## config.mk

```make
export PLATFORM = sky130hd
export DESIGN_NAME = ucbs_top
export DESIGN_NICKNAME = d
export VERILOG_FILES = /design/src/ucbs_pkg.sv /design/src/ucbs_cell_queue.sv /design/src/ucbs_top.sv
export SDC_FILE = /design/constraint.sdc
export NUM_CORES = 2
export LEC_CHECK = 0
export BUFFER_PORTS_ARGS = -buffer_cell sky130_fd_sc_hd__buf_2
export CAP_MARGIN = 20
export CORE_UTILIZATION = 55
export DETAILED_ROUTE_END_ITERATION = 6
export HOLD_SLACK_MARGIN = 0.06
export PLACE_DENSITY = 0.71
export SLEW_MARGIN = 10
export SYNTH_ARGS = -nofsm -noshare
export SYNTH_HDL_FRONTEND = slang
export SYNTH_SLANG_ARGS = --single-unit
```

## constraint.sdc

```tcl
create_clock -name REF_CLK -period 12.9 [get_ports REF_CLK]
set_clock_uncertainty 0.2 [all_clocks]
set_input_delay 0 -clock REF_CLK [delete_from_list [all_inputs] [get_ports REF_CLK]]
set_output_delay 0 -clock REF_CLK [all_outputs]
set_load 0.03 [all_outputs]
```

## src/ucbs_pkg.sv

```systemverilog
package ucbs_pkg;

    // ------------------------------------------------------------
    // Sizes
    // ------------------------------------------------------------
    localparam int LINK_COUNT = 8;
    localparam int CELL_WORDS = 27;
    localparam int WORD_W = 16;
    localparam logic [4:0] CELL_LAST_IDX = 5'h1A;
    localparam logic [4:0] HDR_CHECK_IDX = 5'h02;
    localparam logic [5:0] CONTROL_CHAN_CODE = 6'h3E;

    // ------------------------------------------------------------
    // Register map
    // ------------------------------------------------------------
    localparam logic [7:0] CTRL_OFFSET = 8'h00;
    localparam logic [7:0] WEIGHT_OFFSET = 8'h04;
    localparam logic [7:0] PREPEND_OFFSET = 8'h08;
    localparam logic [7:0] STATUS_OFFSET = 8'h0C;
    localparam int CTRL_EXT_MODE_BIT = 0;
    localparam int CTRL_ADDR_IN_HCHK_BIT = 1;
    localparam int CTRL_PREPEND_EN_BIT = 2;
    localparam int CTRL_ODD_PARITY_BIT = 3;
    localparam logic [3:0] CTRL_RESET = 4'h0;
    localparam logic [15:0] WEIGHT_RESET = 16'h0000;
    localparam logic [15:0] PREPEND_RESET = 16'h0000;
    localparam int STATUS_BUSY_BIT = 8;
    localparam int STATUS_LINK_LSB = 9;

    // ------------------------------------------------------------
    // Types
    // ------------------------------------------------------------
    typedef enum logic [1:0] {
        UCBS_IDLE = 2'b00,
        UCBS_XFER = 2'b01
    } ucbs_state_type;

    typedef struct packed {
        logic [15:0] data;
        logic parity;
        logic cell_start;
        logic xfer_start;
    } ucbs_bus_word_type;

endpackage

```

## src/ucbs_cell_queue.sv

```systemverilog
`timescale 1ns/1ps
module ucbs_cell_queue
    import ucbs_pkg::*;
(
    input wire logic clk,
    input wire logic resetn,
    input wire logic wr_valid,
    input wire logic [15:0] wr_data,
    input wire logic [5:0] wr_chan,
    output logic wr_ready,
    output logic full,
    input wire logic [4:0] rd_idx,
    output logic [15:0] rd_data,
    output logic [5:0] rd_chan,
    input wire logic pop
);
    // ------------------------------------------------------------
    // One cell per link; a link stalls only itself
    // ------------------------------------------------------------
    logic [15:0] mem [CELL_WORDS];
    logic [15:0] next_mem [CELL_WORDS];
    logic [4:0] wr_cnt;
    logic [4:0] next_wr_cnt;
    logic [5:0] chan;
    logic [5:0] next_chan;
    logic is_full;
    logic next_is_full;
    // Ready is its own flop so the lane pin sees no gate after a register
    logic rdy;

    assign wr_ready = rdy;
    assign full = is_full;
    assign rd_data = mem[rd_idx];
    assign rd_chan = chan;

    always_comb begin
        next_mem = mem;
        next_wr_cnt = wr_cnt;
        next_chan = chan;
        next_is_full = is_full;
        if (pop) begin
            next_is_full = 1'b0;
        end
        if (wr_valid && !is_full) begin
            next_mem[wr_cnt] = wr_data;
            if (wr_cnt == 5'h00) begin
                next_chan = wr_chan;
            end
            if (wr_cnt == CELL_LAST_IDX) begin
                next_wr_cnt = 5'h00;
                next_is_full = 1'b1;
            end else begin
                next_wr_cnt = wr_cnt + 5'h01;
            end
        end
    end

    always_ff @(posedge clk) begin
        if (!resetn) begin
            wr_cnt <= 5'h00;
            chan <= 6'h00;
            is_full <= 1'b0;
            rdy <= 1'b1;
        end else begin
            wr_cnt <= next_wr_cnt;
            chan <= next_chan;
            is_full <= next_is_full;
            rdy <= !next_is_full;
        end
        mem <= next_mem;
    end

endmodule

```

## src/ucbs_top.sv

```systemverilog
// The register offsets and the APB slave port were chosen for this implementation.
`timescale 1ns/1ps
module ucbs_top
    import ucbs_pkg::*;
(
    input wire logic REF_CLK,
    input wire logic RESETN,
    input wire logic PSEL,
    input wire logic PENABLE,
    input wire logic PWRITE,
    input wire logic [7:0] PADDR,
    input wire logic [31:0] PWDATA,
    output logic [31:0] PRDATA,
    output logic PREADY,
    output logic PSLVERR,
    input wire logic [7:0] SERIAL_RX_LANE_VALID,
    input wire logic [7:0][15:0] SERIAL_RX_LANE_DATA,
    input wire logic [7:0][5:0] SERIAL_RX_LANE_CHAN,
    output logic [7:0] SERIAL_RX_LANE_READY,
    input wire logic UP_READ_ENABLE_N,
    input wire logic [4:0] UP_POLL_ADDRESS,
    input wire logic [4:0] DEVICE_BASE_ADDRESS_PINS,
    output logic [15:0] UP_CELL_DATA,
    output logic UP_WORD_PARITY,
    output logic UP_CELL_START_MARKER,
    output logic UP_TRANSFER_START_MARKER,
    output logic UP_BUS_OE,
    output logic UP_CELL_AVAILABLE,
    output logic UP_CELL_AVAILABLE_OE
);
    // ------------------------------------------------------------
    // Pin synchronisers
    // ------------------------------------------------------------
    logic en_meta_n, en_sync_n, en_dly_n;
    logic [4:0] poll_meta, poll_sync;
    logic [4:0] base_meta, base_sync;
    logic match_dly;

    always_ff @(posedge REF_CLK) begin
        if (!RESETN) begin
            en_meta_n <= 1'b1;
            en_sync_n <= 1'b1;
            en_dly_n <= 1'b1;
            poll_meta <= 5'h00;
            poll_sync <= 5'h00;
            base_meta <= 5'h00;
            base_sync <= 5'h00;
            match_dly <= 1'b0;
        end else begin
            en_meta_n <= UP_READ_ENABLE_N;
            en_sync_n <= en_meta_n;
            en_dly_n <= en_sync_n;
            poll_meta <= UP_POLL_ADDRESS;
            poll_sync <= poll_meta;
            base_meta <= DEVICE_BASE_ADDRESS_PINS;
            base_sync <= base_meta;
            match_dly <= (poll_sync == base_sync);
        end
    end

    // ------------------------------------------------------------
    // Registers
    // ------------------------------------------------------------
    logic [3:0] ctrl, next_ctrl;
    logic [15:0] weight, next_weight;
    logic [15:0] prepend, next_prepend;
    logic [31:0] next_prdata;
    logic next_pready, next_pslverr;
    logic [7:0] q_full;
    ucbs_state_type state, next_state;
    logic [2:0] cur_link, next_cur_link;

    function automatic logic addr_known(input logic [7:0] a);
        return a == CTRL_OFFSET || a == WEIGHT_OFFSET || a == PREPEND_OFFSET
            || a == STATUS_OFFSET;
    endfunction

    always_comb begin
        next_ctrl = ctrl;
        next_weight = weight;
        next_prepend = prepend;
        next_prdata = PRDATA;
        next_pready = 1'b0;
        next_pslverr = 1'b0;
        if (PSEL && !PENABLE) begin
            next_pready = 1'b1;
            next_pslverr = !addr_known(PADDR);
            next_prdata = 32'h0000_0000;
            case (PADDR)
                CTRL_OFFSET: next_prdata[3:0] = ctrl;
                WEIGHT_OFFSET: next_prdata[15:0] = weight;
                PREPEND_OFFSET: next_prdata[15:0] = prepend;
                STATUS_OFFSET: begin
                    next_prdata[7:0] = q_full;
                    next_prdata[STATUS_BUSY_BIT] = (state == UCBS_XFER);
                    next_prdata[STATUS_LINK_LSB +: 3] = cur_link;
                end
                default: next_prdata = 32'h0000_0000;
            endcase
        end
        if (PSEL && PENABLE && PREADY && PWRITE) begin
            case (PADDR)
                CTRL_OFFSET: next_ctrl = PWDATA[3:0];
                WEIGHT_OFFSET: next_weight = PWDATA[15:0];
                PREPEND_OFFSET: next_prepend = PWDATA[15:0];
                default: next_ctrl = ctrl;
            endcase
        end
    end

    always_ff @(posedge REF_CLK) begin
        if (!RESETN) begin
            ctrl <= CTRL_RESET;
            weight <= WEIGHT_RESET;
            prepend <= PREPEND_RESET;
            PRDATA <= 32'h0000_0000;
            PREADY <= 1'b0;
            PSLVERR <= 1'b0;
        end else begin
            ctrl <= next_ctrl;
            weight <= next_weight;
            prepend <= next_prepend;
            PRDATA <= next_prdata;
            PREADY <= next_pready;
            PSLVERR <= next_pslverr;
        end
    end

    // ------------------------------------------------------------
    // Link queues
    // ------------------------------------------------------------
    logic [4:0] rd_idx;
    logic [7:0] pop;
    logic [15:0] q_data [LINK_COUNT];
    logic [5:0] q_chan [LINK_COUNT];

    for (genvar g = 0; g < LINK_COUNT; g++) begin : gen_queue
        ucbs_cell_queue u_queue (
            .clk(REF_CLK),
            .resetn(RESETN),
            .wr_valid(SERIAL_RX_LANE_VALID[g]),
            .wr_data(SERIAL_RX_LANE_DATA[g]),
            .wr_chan(SERIAL_RX_LANE_CHAN[g]),
            .wr_ready(SERIAL_RX_LANE_READY[g]),
            .full(q_full[g]),
            .rd_idx(rd_idx),
            .rd_data(q_data[g]),
            .rd_chan(q_chan[g]),
            .pop(pop[g])
        );
    end

    // ------------------------------------------------------------
    // Weighted round robin and transfer sequencer
    // ------------------------------------------------------------
    logic ext_mode, addr_in_hchk, prep_en;
    logic en_eff_n, match_eff, sel, next_sel;
    logic [2:0] credit, next_credit, rr_link, next_rr_link, pick, lk;
    logic [4:0] pos, next_pos, cur_pos, hdr_off, last_pos;
    logic [15:0] addr_word, word;
    ucbs_bus_word_type bus, next_bus;
    logic bus_oe, next_bus_oe, next_avail, next_avail_oe;

    function automatic logic [2:0] next_ready_link(input logic [2:0] from,
                                                   input logic [7:0] mask);
        logic [2:0] res;
        logic [2:0] cand;
        res = from;
        for (int i = 7; i >= 1; i--) begin
            cand = from + i[2:0];
            if (mask[cand]) begin
                res = cand;
            end
        end
        return res;
    endfunction

    // Extended mode reacts one edge later by using the delayed samples
    assign ext_mode = ctrl[CTRL_EXT_MODE_BIT];
    assign en_eff_n = ext_mode ? en_dly_n : en_sync_n;
    assign match_eff = ext_mode ? match_dly : (poll_sync == base_sync);
    assign addr_in_hchk = ctrl[CTRL_ADDR_IN_HCHK_BIT];
    assign prep_en = ctrl[CTRL_PREPEND_EN_BIT];
    // Word zero is dropped when the address rides in the check word
    assign hdr_off = {4'h0, !addr_in_hchk} + {4'h0, prep_en};
    assign last_pos = hdr_off + CELL_LAST_IDX;

    always_comb begin
        // Stay on this link while credit lasts, else next link holding a cell
        if (q_full[rr_link] && credit <= weight[2 * rr_link +: 2]) begin
            pick = rr_link;
        end else begin
            pick = next_ready_link(rr_link, q_full);
        end
        lk = (state == UCBS_IDLE) ? pick : cur_link;
        cur_pos = (state == UCBS_IDLE) ? 5'h00 : pos;
        rd_idx = cur_pos - hdr_off;
        addr_word = {2'b00, base_sync, lk, q_chan[lk]};
        if (cur_pos < hdr_off) begin
            word = (cur_pos == 5'h00 && !addr_in_hchk) ? addr_word : prepend;
        end else if (addr_in_hchk && rd_idx == HDR_CHECK_IDX) begin
            word = addr_word;
        end else begin
            word = q_data[lk];
        end
    end

    always_comb begin
        next_state = state;
        next_pos = pos;
        next_cur_link = cur_link;
        next_rr_link = rr_link;
        next_credit = credit;
        next_sel = sel;
        next_bus = bus;
        next_bus_oe = 1'b0;
        pop = 8'h00;
        if (!en_eff_n) begin
            next_bus.data = word;
            next_bus.parity = (^word) ^ ctrl[CTRL_ODD_PARITY_BIT];
            next_bus.cell_start = ext_mode ? (cur_pos == 5'h01) : (cur_pos == 5'h00);
            next_bus.xfer_start = ext_mode && (cur_pos == 5'h00);
        end
        if (en_eff_n) begin
            // Selection uses the poll address of the last high cycle
            next_sel = match_eff;
        end else if (state == UCBS_XFER && (sel || ext_mode)) begin
            next_bus_oe = 1'b1;
            next_pos = pos + 5'h01;
            if (pos == last_pos) begin
                pop[cur_link] = 1'b1;
                next_state = UCBS_IDLE;
                next_sel = !ext_mode && sel;
            end
        end else if (state == UCBS_IDLE && sel && q_full != 8'h00) begin
            next_bus_oe = 1'b1;
            next_state = UCBS_XFER;
            next_cur_link = pick;
            next_pos = 5'h01;
            next_rr_link = pick;
            next_credit = (pick == rr_link) ? credit + 3'h1 : 3'h1;
        end
        next_avail = q_full != 8'h00;
        next_avail_oe = match_eff;
    end

    always_ff @(posedge REF_CLK) begin
        if (!RESETN) begin
            state <= UCBS_IDLE;
            pos <= 5'h00;
            cur_link <= 3'h0;
            rr_link <= 3'h0;
            credit <= 3'h1;
            sel <= 1'b0;
            bus <= '0;
            bus_oe <= 1'b0;
            UP_CELL_AVAILABLE <= 1'b0;
            UP_CELL_AVAILABLE_OE <= 1'b0;
        end else begin
            state <= next_state;
            pos <= next_pos;
            cur_link <= next_cur_link;
            rr_link <= next_rr_link;
            credit <= next_credit;
            sel <= next_sel;
            bus <= next_bus;
            bus_oe <= next_bus_oe;
            UP_CELL_AVAILABLE <= next_avail;
            UP_CELL_AVAILABLE_OE <= next_avail_oe;
        end
    end

    // Outputs are flops of the bus struct; the oe flop qualifies them
    assign UP_CELL_DATA = bus.data;
    assign UP_WORD_PARITY = bus.parity;
    assign UP_CELL_START_MARKER = bus.cell_start;
    assign UP_TRANSFER_START_MARKER = bus.xfer_start;
    assign UP_BUS_OE = bus_oe;

endmodule

```

==> summary.md <==
| Metric | Value |
|---|---|
| Status | finished clean |
| Row count | 188 |
| CTS tree | yes |
| Total clock sinks | 3,673 |
| Fill cells | 17,400 |
| RSZ-0062 raised after global routing | false |
| Share of the synthesized area in the top cell type | 71.2% |
| Cell Area, Synth | 146,000 µm² |
| Tmin final | 8.04 ns |
| Fin. Hold Viols | 0 |
| CP max-delay cell | fa_4 |
| Drt pass-1 iters | 6 |
| Initial antenna violation count | 30 |
| CTS Buffer Depth | 4 |
| Crit path largest cell delay | 1.23 ns |
| Top-Level Pins | 304 |
| Worst-path fanout max | 69 |
| Clock Latency Late Sink | 0.95 ns |
| Input/output buffers | 271 |
| P_leak | 54.1 nW |
| Total core area | 263,000 µm² |
| Die extent in x | 517 µm |
| Routed WL | 390,000 µm |
| Layout cells sized above 1 | 23.3% |
| Worst EP arrival | 8.71 ns |
| Vias/cell | 6.43 |
| Syn-to-layout area delta | 16.1% |
| Distinct cells, synth | 89 |
| WHS | 0.108 ns |
| Die ar. | 267,000 µm² |
| H-tree Lvls | 5 |
| Top-count cell post-synth | edfxtp_1 |
| Grt total ovfl | 0 |
| Final setup TNS | 0 ns |
| Critical path cell sequence | nand2_1 > ha_4 > fa_4 > buf_12 > buf_4 > mux4_2 > nand2_1 > a21oi_1 > o311ai_0 > o311ai_0 > a21boi_0 > o22ai_1 > a21oi_1 > xnor3_1 > xnor2_1 > xnor3_1 > a21oi_1 |
| Number of global-route vias before repair | 81,000 |
| Hpwl dp | 228,000 µm |
| Worst Setup End Kind | flop |
| Final worst slack | 4.86 ns |
| Synth area leader | edfxtp_1 |
| WP data required | 13.58 ns |
| Power per cell area | 143 nW/µm² |
| CTS buffer count | 366 |
| Synth area leaders | edfxtp_1, mux4_2, dfxtp_1 |
| Number of synthesized flops with an enable pin | 3,456 |
| MaxCap Viol Count | 0 |
| Initial Util | 55.4% |
| Max Slew Vio Count | 0 |
| Die Y | 517 µm |
| Least-Margin Pin Slew | 1.20 ns |
| Yosys reg bits | 3,673 |
| Final nets | 9,220 |
| Startpoint Class | flop |
| Postcts setup bufs | 0 |
| Crit path top cell by count | a21oi_1 |
| Worst slew margin relative to its limit | 19.7% |
| Hold Path Class | in -> reg |
| Residual DRC count | 0 |
| Clk slew on worst S/H paths | 0.06 ns |
| Final setup vio count | 0 |
| Routed Antenna Nets | 0 |
| Tcrit/Tclk final | 62.3% |
| Crit Path Class | reg -> reg |
| Worst vdd ir | 0.131 mV |
| Vias | 82,000 |
| Yosys warning count | 0 |
| Clock Tree Root | clkbuf_16 |
| DP Worst Slack | 4.88 ns |
| First-pass GRT wire length | 561,000 µm |
| Largest net degree at the start of global routing | 116 |
| Syn Inst Count | 7,991 |
| Dominant synthesized flop cell | edfxtp_1 |
| Post-synthesis sequential area ratio | 74.2% |
| Post-detailed-route wirelength per cell | 30.6 µm |
| Gr usage total | 29.2% |
| F_max | 124 MHz |
| Most instantiated cells after synthesis | edfxtp_1, nand2_1, mux4_2 |
| Util after Layout | 64.4% |
| Syn avg cell area | 18.2 µm² |
| Initial DRC count | 11,200 |
| Ys async rst share | 0% |
| Gpl congestion | 0.867 |
==> critical path, delay by kind of cell (launching register included) <==
kind,cells,cell delay [ns]
compound gates,7,2.49
xor+xnor,3,0.89
fa+ha+maj,2,1.47
buf+inv,2,1.07
flops,1,0.75
mux,1,0.41
simple gates,2,0.41
==> flip-flops by register name, summed over array words and instances (netlist names), 3 cells and up <==
signal	count
base_meta	5
weight	16
gen_queue.u_queue.rd_chan	48
rr_link	3
base_sync	5
gen_queue.u_queue.wr_cnt	40
pos	5
UP_CELL_DATA	16
gen_queue.u_queue.full	8
gen_queue.u_queue.mem	3456
poll_meta	5
prepend	16
gen_queue.u_queue.wr_ready	8
credit	3
PRDATA	16
poll_sync	5
ctrl	4
==> cell type report <==
cell class | count | area (µm²) | share of cell area [%]
Clock inverter | 206 | 1980 | 1.17
Tap cell | 3515 | 4400 | 2.60
Clock buffer | 462 | 9760 | 5.76
Timing Repair Buffer | 1085 | 9500 | 5.61
Inverter | 54 | 213 | 0.126
Multi-Input combinational cell | 3754 | 35300 | 20.9
Sequential cell | 3673 | 108000 | 63.9
Antenna cell | 14 | 35.0 | 0.0207
==> where the power goes <==
part           leakage [nW]  internal [mW]  total, mW  switching [mW]
clock                  5.73           5.99       10.5            4.49
combinational          15.4          0.187      0.570           0.382
sequential             32.9           13.1       13.1          0.0314
total                  54.1           19.3       24.2            4.90
==> worst paths after layout <==
check                                from             end  slack (ns)  cells after the start
worst min register to register  en_meta_n       en_sync_n        0.20                      1
worst max register to register   state[0]  UP_WORD_PARITY        4.86                     17
worst max-delay path             state[0]  UP_WORD_PARITY        4.86                     17
worst min-delay path             PADDR[3]       PRDATA[0]        0.11                      5
==> cell families (layout without fill, tap and decap cells) <==
| kind of cell | after synthesis | after routing | share of synthesized area, % |
|---|---|---|---|
| flip-flops | 3673 | 3673 | 74.2 |
| adder cells (fa/ha/maj) | 46 | 46 | 0.400 |
| AND/OR/NAND/NOR | 1765 | 1765 | 5.21 |
| multiplexers | 1052 | 1052 | 14.2 |
| buffers and inverters | 579 | 1807 | 1.89 |
| XOR/XNOR | 49 | 49 | 0.341 |
| AO/OA/AOI/OAI | 826 | 826 | 3.84 |
| other | 1 | 30 | 0.00257 |
==> through the flow <==
step / instances / power, mW / cell area [µm²]
4_1_cts: 12700 / 24.2 / 169000
2_1_floorplan: 8006 / 13.5 / 146000
3_3_place_gp: 11500 / 13.8 / 152000
5_1_grt: 12800 / 24.8 / 169000
3_5_place_dp: 11500 / 13.8 / 152000
6_report: 12800 / 24.2 / 169000
==> timing repair <==
item,CTS,global route
gates resized for setup,0,0
hold buffers,501,0
hold endpoints to repair,5923,0
==> layout by cell type, fill, tap and decap left out, types with 45 or more instances in the layout <==
cell type      instances
dfxtp_1              217
nor2_1               304
dlygate4sd3_1        493
mux2_2               145
o21ai_0               62
nand3_1              112
nor3_1               119
a22oi_1              118
a31oi_1               61
buf_4                244
a32oi_1               45
inv_1                 51
o311ai_0              50
mux2i_1              112
buf_2                272
clkbuf_1              80
clkinv_1              89
edfxtp_1            3456
mux4_2               792
nand2_1              938
and3_1                46
nor2_2                61
a21oi_1              284
clkinv_2              58
clkbuf_16            373
==> routing by layer <==
layer  vias to the layer above  global-route usage [%]  share of wire, %
met3                       838                    6.56                11
met4                        10                    13.2               4.8
met2                      5117                    44.5                47
li1                      33900                       -                 -
met1                     42200                    40.6                37
met5                         -                       0             0.012
Power figures use the tool's default switching activity.
